==> src/uimc_pkg.sv <==
package uimc_pkg;
  // Register offsets on the plain register port
  localparam logic [2:0] OFS_ENABLE   = 3'h1;
  localparam logic [2:0] OFS_IDENT    = 3'h2;
  localparam logic [2:0] OFS_HCTRL    = 3'h4;
  localparam logic [2:0] OFS_LSTAT    = 3'h5;
  localparam logic [2:0] OFS_HSTAT    = 3'h6;
  localparam logic [2:0] OFS_RXBUF    = 3'h0;
  localparam logic [2:0] OFS_TXHOLD   = 3'h0;
  // Reset values
  localparam logic [3:0] RST_ENABLE   = 4'h0;
  localparam logic [4:0] RST_HCTRL    = 5'h00;
  localparam logic [5:0] RST_LSTAT    = 6'h20;
  localparam logic [3:0] RST_HDELTA   = 4'h0;
  // Identification codes on bits 2..0
  localparam logic [2:0] ID_NONE      = 3'h1;
  localparam logic [2:0] ID_LINE      = 3'h6;
  localparam logic [2:0] ID_RXDATA    = 3'h4;
  localparam logic [2:0] ID_TXEMPTY   = 3'h2;
  localparam logic [2:0] ID_HSTAT     = 3'h0;
  // Enable bit positions
  localparam int EN_RX   = 0;
  localparam int EN_TX   = 1;
  localparam int EN_LINE = 2;
  localparam int EN_HS   = 3;
  // Handshake control bit positions
  localparam int HC_DTR  = 0;
  localparam int HC_RTS  = 1;
  localparam int HC_AUX1 = 2;
  localparam int HC_AUX2 = 3;
  localparam int HC_LOOP = 4;
  // Line status bit positions
  localparam int LS_READY = 0;
  localparam int LS_THE   = 5;

  typedef struct packed {
    logic       wr;
    logic       rd;
    logic [2:0] addr;
    logic [7:0] wdata;
  } uimc_bus_s;

  // Handshake lines as seen at the pins (active low)
  typedef struct packed {
    logic cts_n;
    logic dsr_n;
    logic ring_n;
    logic carrier_detect_input_n;
  } uimc_hs_in_s;

  typedef struct packed {
    logic dtr_n;
    logic rts_n;
    logic aux1_n;
    logic aux2_n;
  } uimc_hs_out_s;

  // Line status event pulses from receiver and transmitter
  typedef struct packed {
    logic rx_ready;
    logic overrun;
    logic parity_err;
    logic framing_err;
    logic brk;
    logic tx_moved;
  } uimc_ls_ev_s;

  typedef enum logic [1:0] {
    UIMC_IDLE   = 2'b01,
    UIMC_FROZEN = 2'b10
  } uimc_id_e;
endpackage

==> src/uimc_core.sv <==
// The implementer's own choices: the address map and strobed register access.
`timescale 1ns/1ps
// Summary of operation
// - Reading the identification register freezes the top pending source, unless it is transmit empty, until serviced.
// - Identification bit 0 reads 0 when pending, code 001 when nothing pending.
// - Identification bits 3 to 7 read zero.
// - Line status interrupt is top priority, code 110, cleared by reading line status.
// - Received data interrupt second, code 100, cleared by reading receive buffer.
// - Transmit empty third, code 010, cleared by identification read or holding write.
// - Handshake status lowest, code 000, raised by input change, cleared by status read.
// - Enable bits 0..3 select received, transmit, line and handshake; bits 4..7 zero.
// - All enables clear suppresses identification and output; status still updates.
// - Control bits 0..3 drive active-low dtr, rts, aux1, aux2 pins inverted.
// - Loop bit marks serial output, feeds transmit data back, loops handshake lines.
// - In loopback, handshake interrupts come from control bits 0..3, still enabled.
// - Software writes to low six line and low four handshake bits set them.
// - Control bits 5 to 7 read zero.
// - Status bits 0,1,3 set on change of cts, dsr, carrier since last read.
// - Status bit 2 set only on ring falling from on to off.
// - Reading handshake status clears all four change bits.
// - Any change bit set raises the handshake status interrupt.
// - Status bits 4..7 are complemented inputs, or rts, dtr, aux1, aux2 in loopback.
// - Overrun, parity, framing, break in line bits 1..4 raise line interrupt.
// - Transmit-empty flag sets on holding-to-shift move, clears on holding write.
module uimc_core
  import uimc_pkg::*;
(
  // Clock and reset
  input  wire logic                   i_clk,
  input  wire logic                   i_nrst,
  // Register port
  input  wire logic                   i_wr,
  input  wire logic                   i_rd,
  input  wire logic [2:0]             i_addr,
  input  wire logic [7:0]             i_wdata,
  output logic      [7:0]             o_rdata,
  // Receiver and transmitter events
  input  uimc_pkg::uimc_ls_ev_s       i_ls_ev,
  input  wire logic                   i_tx_shift_out,
  output logic                        o_rx_serial,
  // Serial pins
  input  wire logic                   i_serial_input,
  output logic                        o_serial_output,
  // Handshake pins
  input  uimc_pkg::uimc_hs_in_s       i_hs,
  output uimc_pkg::uimc_hs_out_s      o_hs,
  // Status to framing logic
  output logic                        o_loop,
  output logic                        o_interrupt_output
);
  import uimc_pkg::*;

  logic        rst_s1_r;
  logic        rst_n_r;
  uimc_bus_s   bus;
  logic [3:0]  enable_r;
  logic [4:0]  hctrl_r;
  logic [5:0]  lstat_r;
  logic [3:0]  hdelta_r;
  logic [3:0]  hs_cur;
  logic [3:0]  hs_prev_r;
  logic        hs_valid_r;
  logic        transmit_holding_empty_irq_r;
  logic [2:0]  frozen_id_r;
  uimc_id_e    id_state_r;
  logic [2:0]  live_id;
  logic [2:0]  shown_id;
  logic        p_line;
  logic        p_rx;
  logic        p_tx;
  logic        p_hs;
  logic        rd_ident;
  logic        rd_lstat;
  logic        rd_hstat;
  logic        rd_rxbuf;
  logic        wr_tx;
  logic        frz_serviced;

  // Reset release through two flops
  always_ff @(posedge i_clk or negedge i_nrst) begin
    if (!i_nrst) begin
      rst_s1_r <= 1'b0;
      rst_n_r  <= 1'b0;
    end else begin
      rst_s1_r <= 1'b1;
      rst_n_r  <= rst_s1_r;
    end
  end

  assign bus.wr    = i_wr;
  assign bus.rd    = i_rd;
  assign bus.addr  = i_addr;
  assign bus.wdata = i_wdata;

  function automatic logic hit(input uimc_bus_s b, input logic is_rd, input logic [2:0] ofs);
    hit = (is_rd ? b.rd : b.wr) && (b.addr == ofs);
  endfunction

  assign rd_ident = hit(bus, 1'b1, OFS_IDENT);
  assign rd_lstat = hit(bus, 1'b1, OFS_LSTAT);
  assign rd_hstat = hit(bus, 1'b1, OFS_HSTAT);
  assign rd_rxbuf = hit(bus, 1'b1, OFS_RXBUF);
  assign wr_tx    = hit(bus, 1'b0, OFS_TXHOLD);

  assign o_loop = hctrl_r[HC_LOOP];

  // Handshake pins and serial routing
  always_comb begin
    o_hs.dtr_n      = ~hctrl_r[HC_DTR];
    o_hs.rts_n      = ~hctrl_r[HC_RTS];
    o_hs.aux1_n     = ~hctrl_r[HC_AUX1];
    o_hs.aux2_n     = ~hctrl_r[HC_AUX2];
    o_serial_output = hctrl_r[HC_LOOP] ? 1'b1 : i_tx_shift_out;
    o_rx_serial     = hctrl_r[HC_LOOP] ? i_tx_shift_out : i_serial_input;
  end

  // Current handshake levels, order cts, dsr, ring, carrier (active high)
  always_comb begin
    if (hctrl_r[HC_LOOP]) begin
      hs_cur = {hctrl_r[HC_AUX2], hctrl_r[HC_AUX1],
                hctrl_r[HC_DTR], hctrl_r[HC_RTS]};
    end else begin
      hs_cur = {~i_hs.carrier_detect_input_n, ~i_hs.ring_n,
                ~i_hs.dsr_n, ~i_hs.cts_n};
    end
  end

  // Enable register
  always_ff @(posedge i_clk or negedge rst_n_r) begin
    if (!rst_n_r) begin
      enable_r <= RST_ENABLE;
    end else if (hit(bus, 1'b0, OFS_ENABLE)) begin
      enable_r <= bus.wdata[3:0];
    end
  end

  // Handshake control register
  always_ff @(posedge i_clk or negedge rst_n_r) begin
    if (!rst_n_r) begin
      hctrl_r <= RST_HCTRL;
    end else if (hit(bus, 1'b0, OFS_HCTRL)) begin
      hctrl_r <= bus.wdata[4:0];
    end
  end

  // Line status flags; hardware events win over the read clear
  always_ff @(posedge i_clk or negedge rst_n_r) begin
    if (!rst_n_r) begin
      lstat_r <= RST_LSTAT;
    end else begin
      if (hit(bus, 1'b0, OFS_LSTAT)) begin
        lstat_r <= bus.wdata[5:0];
      end else begin
        if (rd_lstat) begin
          lstat_r[4:1] <= 4'h0;
        end
        if (rd_rxbuf) begin
          lstat_r[LS_READY] <= 1'b0;
        end
        if (wr_tx) begin
          lstat_r[LS_THE] <= 1'b0;
        end
        if (i_ls_ev.rx_ready) begin
          lstat_r[LS_READY] <= 1'b1;
        end
        if (i_ls_ev.overrun) begin
          lstat_r[1] <= 1'b1;
        end
        if (i_ls_ev.parity_err) begin
          lstat_r[2] <= 1'b1;
        end
        if (i_ls_ev.framing_err) begin
          lstat_r[3] <= 1'b1;
        end
        if (i_ls_ev.brk) begin
          lstat_r[4] <= 1'b1;
        end
        if (i_ls_ev.tx_moved) begin
          lstat_r[LS_THE] <= 1'b1;
        end
      end
    end
  end

  // Transmit-empty interrupt: separate from the flag so an ident read can drop it
  always_ff @(posedge i_clk or negedge rst_n_r) begin
    if (!rst_n_r) begin
      transmit_holding_empty_irq_r <= 1'b0;
    end else if (i_ls_ev.tx_moved
                 || (hit(bus, 1'b0, OFS_LSTAT) && bus.wdata[LS_THE])) begin
      transmit_holding_empty_irq_r <= 1'b1;
    end else if (wr_tx || (rd_ident && shown_id == ID_TXEMPTY)) begin
      transmit_holding_empty_irq_r <= 1'b0;
    end
  end

  // Previous handshake levels; first sample after reset is not a change
  always_ff @(posedge i_clk or negedge rst_n_r) begin
    if (!rst_n_r) begin
      hs_prev_r  <= 4'h0;
      hs_valid_r <= 1'b0;
    end else begin
      hs_prev_r  <= hs_cur;
      hs_valid_r <= 1'b1;
    end
  end

  // Change bits: set wins over the read clear
  always_ff @(posedge i_clk or negedge rst_n_r) begin
    if (!rst_n_r) begin
      hdelta_r <= RST_HDELTA;
    end else if (hit(bus, 1'b0, OFS_HSTAT)) begin
      hdelta_r <= bus.wdata[3:0];
    end else begin
      for (int k = 0; k < 4; k++) begin
        if (hs_valid_r && ((k == 2) ? (hs_prev_r[k] && !hs_cur[k])
                                    : (hs_prev_r[k] != hs_cur[k]))) begin
          hdelta_r[k] <= 1'b1;
        end else if (rd_hstat) begin
          hdelta_r[k] <= 1'b0;
        end
      end
    end
  end

  // Pending sources gated by enables
  assign p_line = enable_r[EN_LINE] && |lstat_r[4:1];
  assign p_rx   = enable_r[EN_RX]   && lstat_r[LS_READY];
  assign p_tx   = enable_r[EN_TX]   && transmit_holding_empty_irq_r;
  assign p_hs   = enable_r[EN_HS]   && |hdelta_r;

  always_comb begin
    if (p_line) begin
      live_id = ID_LINE;
    end else if (p_rx) begin
      live_id = ID_RXDATA;
    end else if (p_tx) begin
      live_id = ID_TXEMPTY;
    end else if (p_hs) begin
      live_id = ID_HSTAT;
    end else begin
      live_id = ID_NONE;
    end
  end

  // Frozen source is serviced once its own pending term drops
  always_comb begin
    case (frozen_id_r)
      ID_LINE:    frz_serviced = !p_line;
      ID_RXDATA:  frz_serviced = !p_rx;
      ID_TXEMPTY: frz_serviced = !p_tx;
      ID_HSTAT:   frz_serviced = !p_hs;
      default:    frz_serviced = 1'b1;
    endcase
  end

  // A serviced source no longer masks the live code, even before the state drops
  assign shown_id = (id_state_r == UIMC_FROZEN && !frz_serviced) ? frozen_id_r
                                                                  : live_id;

  always_ff @(posedge i_clk or negedge rst_n_r) begin
    if (!rst_n_r) begin
      id_state_r  <= UIMC_IDLE;
      frozen_id_r <= ID_NONE;
    end else begin
      case (id_state_r)
        UIMC_IDLE: begin
          if (rd_ident && live_id != ID_NONE && live_id != ID_TXEMPTY) begin
            id_state_r  <= UIMC_FROZEN;
            frozen_id_r <= live_id;
          end
        end
        UIMC_FROZEN: begin
          if (frz_serviced) begin
            if (rd_ident && live_id != ID_NONE && live_id != ID_TXEMPTY) begin
              frozen_id_r <= live_id;
            end else begin
              id_state_r  <= UIMC_IDLE;
              frozen_id_r <= ID_NONE;
            end
          end
        end
        default: begin
          id_state_r  <= UIMC_IDLE;
          frozen_id_r <= ID_NONE;
        end
      endcase
    end
  end

  // Interrupt output
  always_ff @(posedge i_clk or negedge rst_n_r) begin
    if (!rst_n_r) begin
      o_interrupt_output <= 1'b0;
    end else begin
      o_interrupt_output <= p_line || p_rx || p_tx || p_hs;
    end
  end

  // Read data, one cycle after the strobe
  always_ff @(posedge i_clk or negedge rst_n_r) begin
    if (!rst_n_r) begin
      o_rdata <= 8'h00;
    end else if (bus.rd) begin
      case (bus.addr)
        OFS_ENABLE: o_rdata <= {4'h0, enable_r};
        OFS_IDENT:  o_rdata <= {5'h00, shown_id};
        OFS_HCTRL:  o_rdata <= {3'h0, hctrl_r};
        OFS_LSTAT:  o_rdata <= {2'h0, lstat_r};
        OFS_HSTAT:  o_rdata <= {hs_cur, hdelta_r};
        default:    o_rdata <= 8'h00;
      endcase
    end else begin
      o_rdata <= 8'h00;
    end
  end
endmodule

==> config.mk <==
export PLATFORM = sky130hd
export DESIGN_NAME = uimc_core
export DESIGN_NICKNAME = d
export VERILOG_FILES = /design/src/uimc_pkg.sv /design/src/uimc_core.sv
export SDC_FILE = /design/constraint.sdc
export NUM_CORES = 1
export LEC_CHECK = 0
export ABC_CLOCK_PERIOD_IN_PS = 1490
export BUFFER_PORTS_ARGS = -buffer_cell sky130_fd_sc_hd__buf_2
export CORE_ASPECT_RATIO = 1.5
export CORE_UTILIZATION = 54
export CTS_BUF_LIST = sky130_fd_sc_hd__clkbuf_8 sky130_fd_sc_hd__clkbuf_16
export CTS_CLUSTER_DIAMETER = 120
export DETAILED_ROUTE_END_ITERATION = 16
export PLACE_DENSITY = 0.8
export SLEW_MARGIN = 20
export SYNTH_ARGS = -nofsm -noshare
export SYNTH_HDL_FRONTEND = slang
export SYNTH_SLANG_ARGS = --single-unit
==> constraint.sdc <==
create_clock -name i_clk -period 1.49 [get_ports i_clk]
set_input_delay 0.0745 -clock i_clk [delete_from_list [all_inputs] [get_ports i_clk]]
set_output_delay 0.0745 -clock i_clk [all_outputs]
set_load 0.01 [all_outputs]
==> results.yml, run 1 <==
power_and_ir_drop:
  clockPowerShare: 0.201
  p_int_mw: 2.35
  power.density_nw_per_um2: 1180
  finalPower_mw: 3.50
  power_frac_seq: 0.422
  p_switching_mw: 1.15
  vdd_ir_drop_max_mv: 0.988
  p_leak_nw: 1.41
  p_comb_frac: 0.377
  swShare: 0.329
logic_synthesis:
  ys_seq_area_frac: 0.477
  ys_types: 47
  synth_top_cells_by_area: "dfrtp_1, o21ai_0, dfstp_2"
  synthArstFlopShare: 1.00
  synth_ff_type: "dfrtp_1"
  synth_top_family_by_area: "compound AO/OA/AOI/OAI gates"
  yosysWarnings: 0
  muxShareOfSynthArea: 0.0828
  syn_inst: 218
  ys_ff_latch: 41
  synth.largest_area_cell: "dfrtp_1"
  synth_edf_count: 0
  synth-xor-area-share: 0.0122
  syn_area_per_cell_um2: 9.91
  yosysTopAreaCellShare: 0.440
  synthesis.area_um2: 2160
  synth-simple-area-share: 0.146
  synth_compound_area_frac: 0.230
  synthAdderAreaFrac: 0.0116
cells_and_area:
  final_common_cell: "buf_4"
  final_cell_mix: "buf_4, buf_2, dfrtp_1"
  layout-drive-gt1-share: 0.408
  stdcell_count: 357
  final_util: 0.788
  nets: 342
  num_antenna_cells: 0
  fillers: 251
  area_growth_pct: 36.8
worst_setup_path:
  crit_family: "compound AO/OA/AOI/OAI gates"
  path_max_fanout: 4
  path_buf_inv: 0
  critical_path.max_stage_delay_ps: 520
  startpoint_type: "flip-flop"
  slowest_stage: "o41a_1"
  arrival_ps: 2070
  r2r_cells: 5
  worst-path-stages: 5
  r2r_slack_ps: -390
  crit_path_end_kind: "flip-flop"
  crit_chain: "o41a_1, a21o_1, o21ai_4, a21o_4, mux2_4"
  path_class: "reg -> reg"
  crit_required_ps: 1680
detailed_routing:
  viasPerCell: 5.67
  wl_met2_um: 3000
  avgRoutedWirePerCell_um: 15.9
  wl_um: 5670
  dr.pass1.iters: 4
  met1Wirelength_um: 2060
  drt_iter0_drc: 51
  remaining_drc_errors: 0
  dr.max_layer_used: "met4"
  ant_nets: 0
  via_count: 2025
  wl_met3_um: 320
die:
  initial_core_util: 0.576
  coreArea_um2: 3750
  die_w_um: 53.7
  dieArea_um2: 4260
  num_io_pins: 43
  die_y_um: 79.5
  rows: 27
clock_network:
  clkSlewWorstSetupHoldPaths_ps: 80
  clockBufferDepth: 2
  htreeDepth: 2
  cts_num_sinks: 41
  cts_inserted_buffers: 5
  worstSkewPairLatency_ps: 300
  cts-root-buf: "clkbuf_8"
  tritoncts: "done"
grt:
  grt_pass1_vias: 2110
  gr-total-overflow: 0
  grt_max_degree: 40
  grt_pass1_wl_um: 9230
  grt_usage: 0.306
  antenna_found_initial: 0
placement:
  hpwl_um: 4210
  dp.cells: 338
  gp_congestion: 0.892
  io_buffers: 40
timing:
  holdWs_ps: 3.35
  fin_ws_ps: -390
  final.min_clock_period_ps: 1880
  rsz0062_at_grt: "true"
  period_share: 1.26
  fin_skew_ps: 5.92
  hold_violations: 0
  final-setup-viol-count: 9
  fmax_mhz: 532
  drv_slew: 0
job:
  cap_violations: 0
run_status:
  violations: "setup timing"
  status: "finished, violations left"
min_path:
  hold_class: "in -> reg"
  min_delay_path_depth: 3
-- worst min-delay path, stage by stage --
cell,delay [ps]
buf_2,90
a21oi_1,60
nand2_1,50
-- repair_timing --
action,in CTS,in global routing
pin swaps,7,2
hold endpoints to repair,8,0
setup buffers,4,1
hold buffers,6,0
resized for setup,15,1
endpoints found under the setup margin,10,9
-- logic make-up (layout without fill, tap and decap cells) --
group / count (synthesis) / after routing
multiplexers: 16 / 16
flip-flops: 41 / 41
AO/OA/AOI/OAI: 67 / 67
XOR/XNOR: 3 / 3
buffers and inverters: 22 / 117
other: 1 / 2
AND/OR/NAND/NOR: 66 / 66
adder cells (fa/ha/maj): 2 / 2
-- power by group through the flow --
stage | Clock [mW] | Sequential (mW) | Combinational (mW)
2_1_floorplan | 0 | 1.47 | 0.698
3_3_place_gp | 0 | 1.48 | 1.17
3_5_place_dp | 0 | 1.49 | 1.20
4_1_cts | 0.723 | 1.47 | 1.29
5_1_grt | 0.766 | 1.50 | 1.42
6_report | 0.704 | 1.48 | 1.32
-- flip-flops by register name (all words and copies together), names as in the netlist, 2 cells and up --
| signal | flops |
|---|---|
| lstat_r | 6 |
| o_rdata | 8 |
| frozen_id_r | 3 |
| hctrl_r | 5 |
| enable_r | 4 |
| hs_prev_r | 4 |
| hdelta_r | 4 |
| id_state_r | 2 |
-- Yosys cell counts (all sizes together), types with 2 or more instances --
master    n
o21ai    22
mux2i     7
nor2b     5
inv      13
dfstp     3
o22a      5
nor2     16
and3      3
nand3b    2
a31oi     2
mux2      9
nor3      4
xor2      3
dfrtp    38
a21o      2
ha        2
nand2b    2
nand2    18
or2       2
clkbuf    8
a21oi    15
a2bb2oi   2
a22oi     5
nand3    11
o21a      4
-- final timing paths --
| path | start | endpoint |
|---|---|---|
| setup / recovery | lstat_r[3] | frozen_id_r[1] |
| hold / removal | i_wdata[5] | transmit_holding_empty_irq_r |
| setup reg to reg | lstat_r[3] | frozen_id_r[1] |
| hold reg to reg | rst_n_r | lstat_r[0] |
| max in group asynchronous | rst_n_r | id_state_r[0] |
| min in group asynchronous | i_nrst | rst_s1_r |
-- final cells by class --
type	instances	area, um2	share of cell area
clock buffer	5	68.8	0.0233
clock inverter	3	16.3	0.00550
inverter	13	48.8	0.0165
multi-input combinational	156	1090	0.370
sequential	41	1030	0.349
tap	43	53.8	0.0182
timing repair buffer	96	643	0.218
-- metrics by stage --
stage	area, um2	worst slack, ps	TNS [ps]
floorplan	2170	-306	-1190
global route	2960	-423	-2760
detailed placement	2730	-353	-2380
CTS	2940	-366	-2250
finish	2960	-390	-2420
global placement	2730	-315	-2110
-- per-layer routing --
| layer | track usage | vias to the layer above |
|---|---|---|
| met4 | 0.189 | 0 |
| met5 | 0 | - |
| met1 | 0.319 | 936 |
| li1 | - | 965 |
| met3 | 0.0629 | 30 |
| met2 | 0.533 | 94 |
Power figures use the tool's default switching activity.
==> run 2, diff against run 1 <==
Settings changed: TNS_END_PERCENT from default to 10.
==> run 2 against run 1 <==
  * The run still ends with setup timing left
  * First-iteration DRC count decreased by 24%
  * Core utilization fell by 2.2 points
  * Global-route usage increased by 0.26 points
  * Flip-flop and latch count is the same
  * Power down 3.3%
  * Clock skew grew 0.71 ps
  * Critical path depth up 1
  * Final cell count decreased by 2.0%
  * Largest cell class unchanged
  * Wire length decreased by 2.5%
  * Combinational power fell by 5%
==> results.yml, run 2 (synthesized netlist as in run 1, its figures left out) <==
power_and_ir_drop:
  p_leak_nw: 1.37
  finalPower_mw: 3.38
  power.density_nw_per_um2: 1180
  vdd_ir_drop_max_mv: 1.08
detailed_routing:
  viasPerCell: 5.51
  ant_nets: 0
  remaining_drc_errors: 0
  dr.pass1.iters: 4
  avgRoutedWirePerCell_um: 15.8
  wl_um: 5530
  drt_iter0_drc: 39
  via_count: 1927
grt:
  grt_pass1_wl_um: 9250
  grt_usage: 0.308
  antenna_found_initial: 0
  gr-usage-met2: 0.541
  grt_max_degree: 40
  gr-total-overflow: 0
  grt_busiest_layer: "met2"
  use_met3: 0.0590
  use_met1: 0.325
  grt_pass1_vias: 2067
placement:
  placed_area_um2: 2700
  hpwl_um: 4190
  pre_cts_slack_ps: -335
  gp_congestion: 0.940
  io_buffers: 40
die:
  initial_core_util: 0.576
  coreArea_um2: 3750
  num_io_pins: 43
  die_y_um: 79.5
  die_w_um: 53.7
  rows: 27
  dieArea_um2: 4260
worst_setup_path:
  path_buf_inv: 1
  slowest_stage: "o41a_1"
  critical_path.max_stage_delay_ps: 470
  arrival_ps: 2020
  startpoint_type: "flip-flop"
  crit_required_ps: 1670
  path_class: "reg -> reg"
  path_max_fanout: 3
  worst-path-stages: 6
  crit_path_end_kind: "flip-flop"
  r2r_cells: 6
  crit_chain: "o41a_1, buf_4, a21oi_2, nand3_1, o31a_1, a2111oi_2"
  crit_family: "compound AO/OA/AOI/OAI gates"
cells_and_area:
  final_common_cell: "buf_4"
  max_flop_register: "o_rdata"
  area_growth_pct: 32.9
  top_regs: "o_rdata: 8 flops, lstat_r: 6 flops, hctrl_r: 5 flops"
  largest_register_ffs: 8
  layout-drive-gt1-share: 0.381
  final_area_um2: 2870
  final_cell_mix: "buf_4, buf_2, dfrtp_1"
  num_antenna_cells: 0
  nets: 335
clock_network:
  cts_inserted_buffers: 5
  htreeDepth: 2
  cts-root-buf: "clkbuf_8"
  tritoncts: "done"
  clockBufferDepth: 2
  cts_num_sinks: 41
  worstSkewPairLatency_ps: 290
  clkSlewWorstSetupHoldPaths_ps: 70
timing:
  final.min_clock_period_ps: 1840
  rsz0062_at_grt: "true"
  fin_skew_ps: 6.63
  timing.setup.tns_ps: -2380
  period_share: 1.23
  fin_ws_ps: -350
  hold_violations: 0
  drv_slew: 0
  fmax_mhz: 544
  final-setup-viol-count: 10
  holdWs_ps: 9.48
job:
  cap_violations: 0
run_status:
  violations: "setup timing"
  status: "finished, violations left"
min_path:
  hold_class: "in -> reg"
  min_delay_path_depth: 2
## run 2: changes by cell type in the layout (fill, tap and decap cells not counted), moves of 2 or more
cell     change
buf_4        -6
o21ai_0      +4
o21ai_1      -2
o21ai_2      -2
## run 2: worst paths after layout
path,from,to,slack (ps)
min in group asynchronous,i_nrst,rst_s1_r,90
setup reg to reg,lstat_r[3],o_rdata[0],-350
setup / recovery,lstat_r[3],o_rdata[0],-350
hold reg to reg,rst_n_r,enable_r[1],290
hold / removal,i_ls_ev[4],lstat_r[1],9
max in group asynchronous,rst_n_r,frozen_id_r[0],820
## run 2: where the power goes
part           total [mW]  switching (mW)  internal (mW)  leakage, nW
clock network       0.682           0.365          0.317       0.0467
logic                1.25           0.600          0.653        0.848
registers            1.45           0.136           1.31        0.474
total                3.38            1.10           2.28         1.37
## run 2: final cells by class
type / instances / area (um2)
Tap cell: 43 / 53.8
Clock inverter: 3 / 15.0
Clock buffer: 5 / 68.8
Fill cell: 267 / 877
Inverter: 13 / 48.8
Multi-Input combinational cell: 156 / 1070
Sequential cell: 41 / 1030
Timing Repair Buffer: 89 / 588
## run 2: routing by layer
layer  vias up  wire length [um]
met2        66              2980
met5         -                 0
li1        943                 -
met1       896              2060
met4         0               272
met3        22               219
## run 2: repair_timing
| item | CTS | global route |
|---|---|---|
| pin swaps | 4 | 4 |
| gates resized for setup | 3 | 4 |
| endpoints found under the setup margin | 10 | 10 |
| hold buffers | 5 | 0 |
| buffers inserted | 2 | 0 |
| hold endpoints to repair | 7 | 0 |
## run 2: per-stage QoR
| stage | cells | utilization |
|---|---|---|
| 2_1_floorplan | 219 | - |
| 3_3_place_gp | 335 | 0.720 |
| 3_5_place_dp | 335 | 0.720 |
| 4_1_cts | 350 | 0.762 |
| 5_1_grt | 350 | 0.766 |
| 6_report | 350 | 0.766 |
==> run 3, diff against run 2 <==
Settings changed: CELL_PAD_IN_SITES_DETAIL_PLACEMENT from default to 0, CELL_PAD_IN_SITES_GLOBAL_PLACEMENT from default to 1, CORE_UTILIZATION 54 to 42, PLACE_DENSITY 0.8 to 0.81.
==> run 3 against run 2 <==
  * Power up 6.9%
  * Critical path type unchanged
  * Final cell count rose by 6.9%
  * The flow still finishes with violations (setup timing)
  * Global-route usage shrank 7.8 points
  * Core utilization fell by 16 points
  * Maximum frequency shrank 1.6%
  * Clock skew about the same
  * Critical endpoint is now frozen_id_r[2]
==> results.yml, run 3 (synthesized netlist as in run 1, its figures left out) <==
timing:
  period_share: 1.25
  worst_pin_slew_ps: 503
  final-setup-viol-count: 9
  slew-limit-headroom: 0.665
  timing.setup.tns_ps: -2640
  fin_ws_ps: -379
  fmax_mhz: 535
  rsz0062_at_grt: "true"
  hold_violations: 0
  fin_skew_ps: 6.52
  drv_slew: 0
  final.min_clock_period_ps: 1870
detailed_routing:
  avgRoutedWirePerCell_um: 15.0
  via_count: 1923
  remaining_drc_errors: 0
  met1Wirelength_um: 2200
  dr.pass1.iters: 4
  viasPerCell: 5.14
  dr.max_layer_used: "met4"
  wl_met3_um: 204
  drt_iter0_drc: 73
  wl_um: 5610
  ant_nets: 0
  wl_met2_um: 3010
die:
  dieArea_um2: 5440
  rows: 31
  num_io_pins: 43
  die_w_um: 60.6
  initial_core_util: 0.442
  coreArea_um2: 4890
  die_y_um: 89.9
placement:
  gp_congestion: 0.887
  placed_area_um2: 2750
  hpwl_um: 4400
  pre_cts_slack_ps: -341
  io_buffers: 40
grt:
  grt_pass1_vias: 2010
  gr-total-overflow: 0
  grt_usage: 0.231
  antenna_found_initial: 0
  grt_pass1_wl_um: 9290
  grt_max_degree: 40
run_status:
  status: "finished, violations left"
  violations: "setup timing"
worst_setup_path:
  arrival_ps: 2050
  path_class: "reg -> reg"
  startpoint_type: "flip-flop"
  path_max_fanout: 5
  crit_path_end_kind: "flip-flop"
  crit_required_ps: 1670
power_and_ir_drop:
  p_leak_nw: 1.39
  power.density_nw_per_um2: 1230
  vdd_ir_drop_max_mv: 0.711
job:
  cap_violations: 0
clock_network:
  htreeDepth: 2
  cts_num_sinks: 41
  worstSkewPairLatency_ps: 290
  cts-root-buf: "clkbuf_8"
  clockBufferDepth: 2
  cts_inserted_buffers: 5
  clkSlewWorstSetupHoldPaths_ps: 80
  tritoncts: "done"
cells_and_area:
  final_area_um2: 2940
  final_cell_mix: "buf_4, buf_2, dfrtp_1"
  max_flop_register: "o_rdata"
  final_common_cell: "buf_4"
  num_antenna_cells: 0
  area_growth_pct: 36.0
  nets: 336
  largest_register_ffs: 8
  final_util: 0.601
  top_regs: "o_rdata: 8 flops, lstat_r: 6 flops, hctrl_r: 5 flops"
  layout-drive-gt1-share: 0.383
min_path:
  hold_class: "in -> reg"
## run 3: cell count changes in the layout (fill, tap and decap cells not counted), sizes merged
| cell | change |
|---|---|
| buf | +1 |
| bufinv | +1 |
| clkbuf | +1 |
| clkinvlp | -1 |
| inv | -1 |
## run 3: worst paths after layout
kind	depth (start not counted)	start	end	slack [ps]
min in group asynchronous	2	i_nrst	rst_s1_r	100
setup / recovery	5	lstat_r[3]	frozen_id_r[2]	-380
hold / removal	3	i_wdata[5]	transmit_holding_empty_irq_r	10
max in group asynchronous	1	rst_n_r	id_state_r[0]	820
hold reg to reg	1	rst_n_r	o_rdata[5]	290
setup reg to reg	5	lstat_r[3]	frozen_id_r[2]	-380
## run 3: cell type report
class	instances	area, um2
timing repair buffer	90	592
clock buffer	6	82.6
clock inverter	2	33.8
multi-input combinational	156	1070
sequential	41	1030
inverter	13	48.8
fill	440	1950
tap	66	82.6
## run 3: layer usage
layer	up-vias	track usage
li1	949	-
met1	907	0.266
met2	52	0.396
met3	15	0.0432
met4	0	0.104
met5	-	0
## run 3: worst max-delay path, stage by stage (launching register included)
cell and delay [ps]:
dfrtp_1 390, o41a_1 520, a21o_1 240, o21ai_4 160, a21o_4 160, mux2_4 290
## run 3: what timing repair did
| action | 4_1_cts | 5_1_grt |
|---|---|---|
| pin swaps | 1 | 0 |
| endpoints found under the setup margin | 9 | 15 |
| gates resized for setup | 1 | 3 |
| hold buffers | 5 | 0 |
| endpoints found under the hold margin | 7 | 0 |
| setup buffers | 0 | 0 |
## run 3: stage by stage
stage	power (mW)	hold WS, ps	std cells
floorplan	2.16	-221	219
global placement	2.68	-143	361
detailed placement	2.70	-140	361
CTS	3.64	4.70	374
global route	3.82	17.3	374
finish	3.62	9.73	374
## run 3: power by group
part	switching (mW)	total (mW)	internal (mW)
Combinational	0.592	1.25	0.654
Sequential	0.142	1.45	1.31
Clock	0.379	0.918	0.540
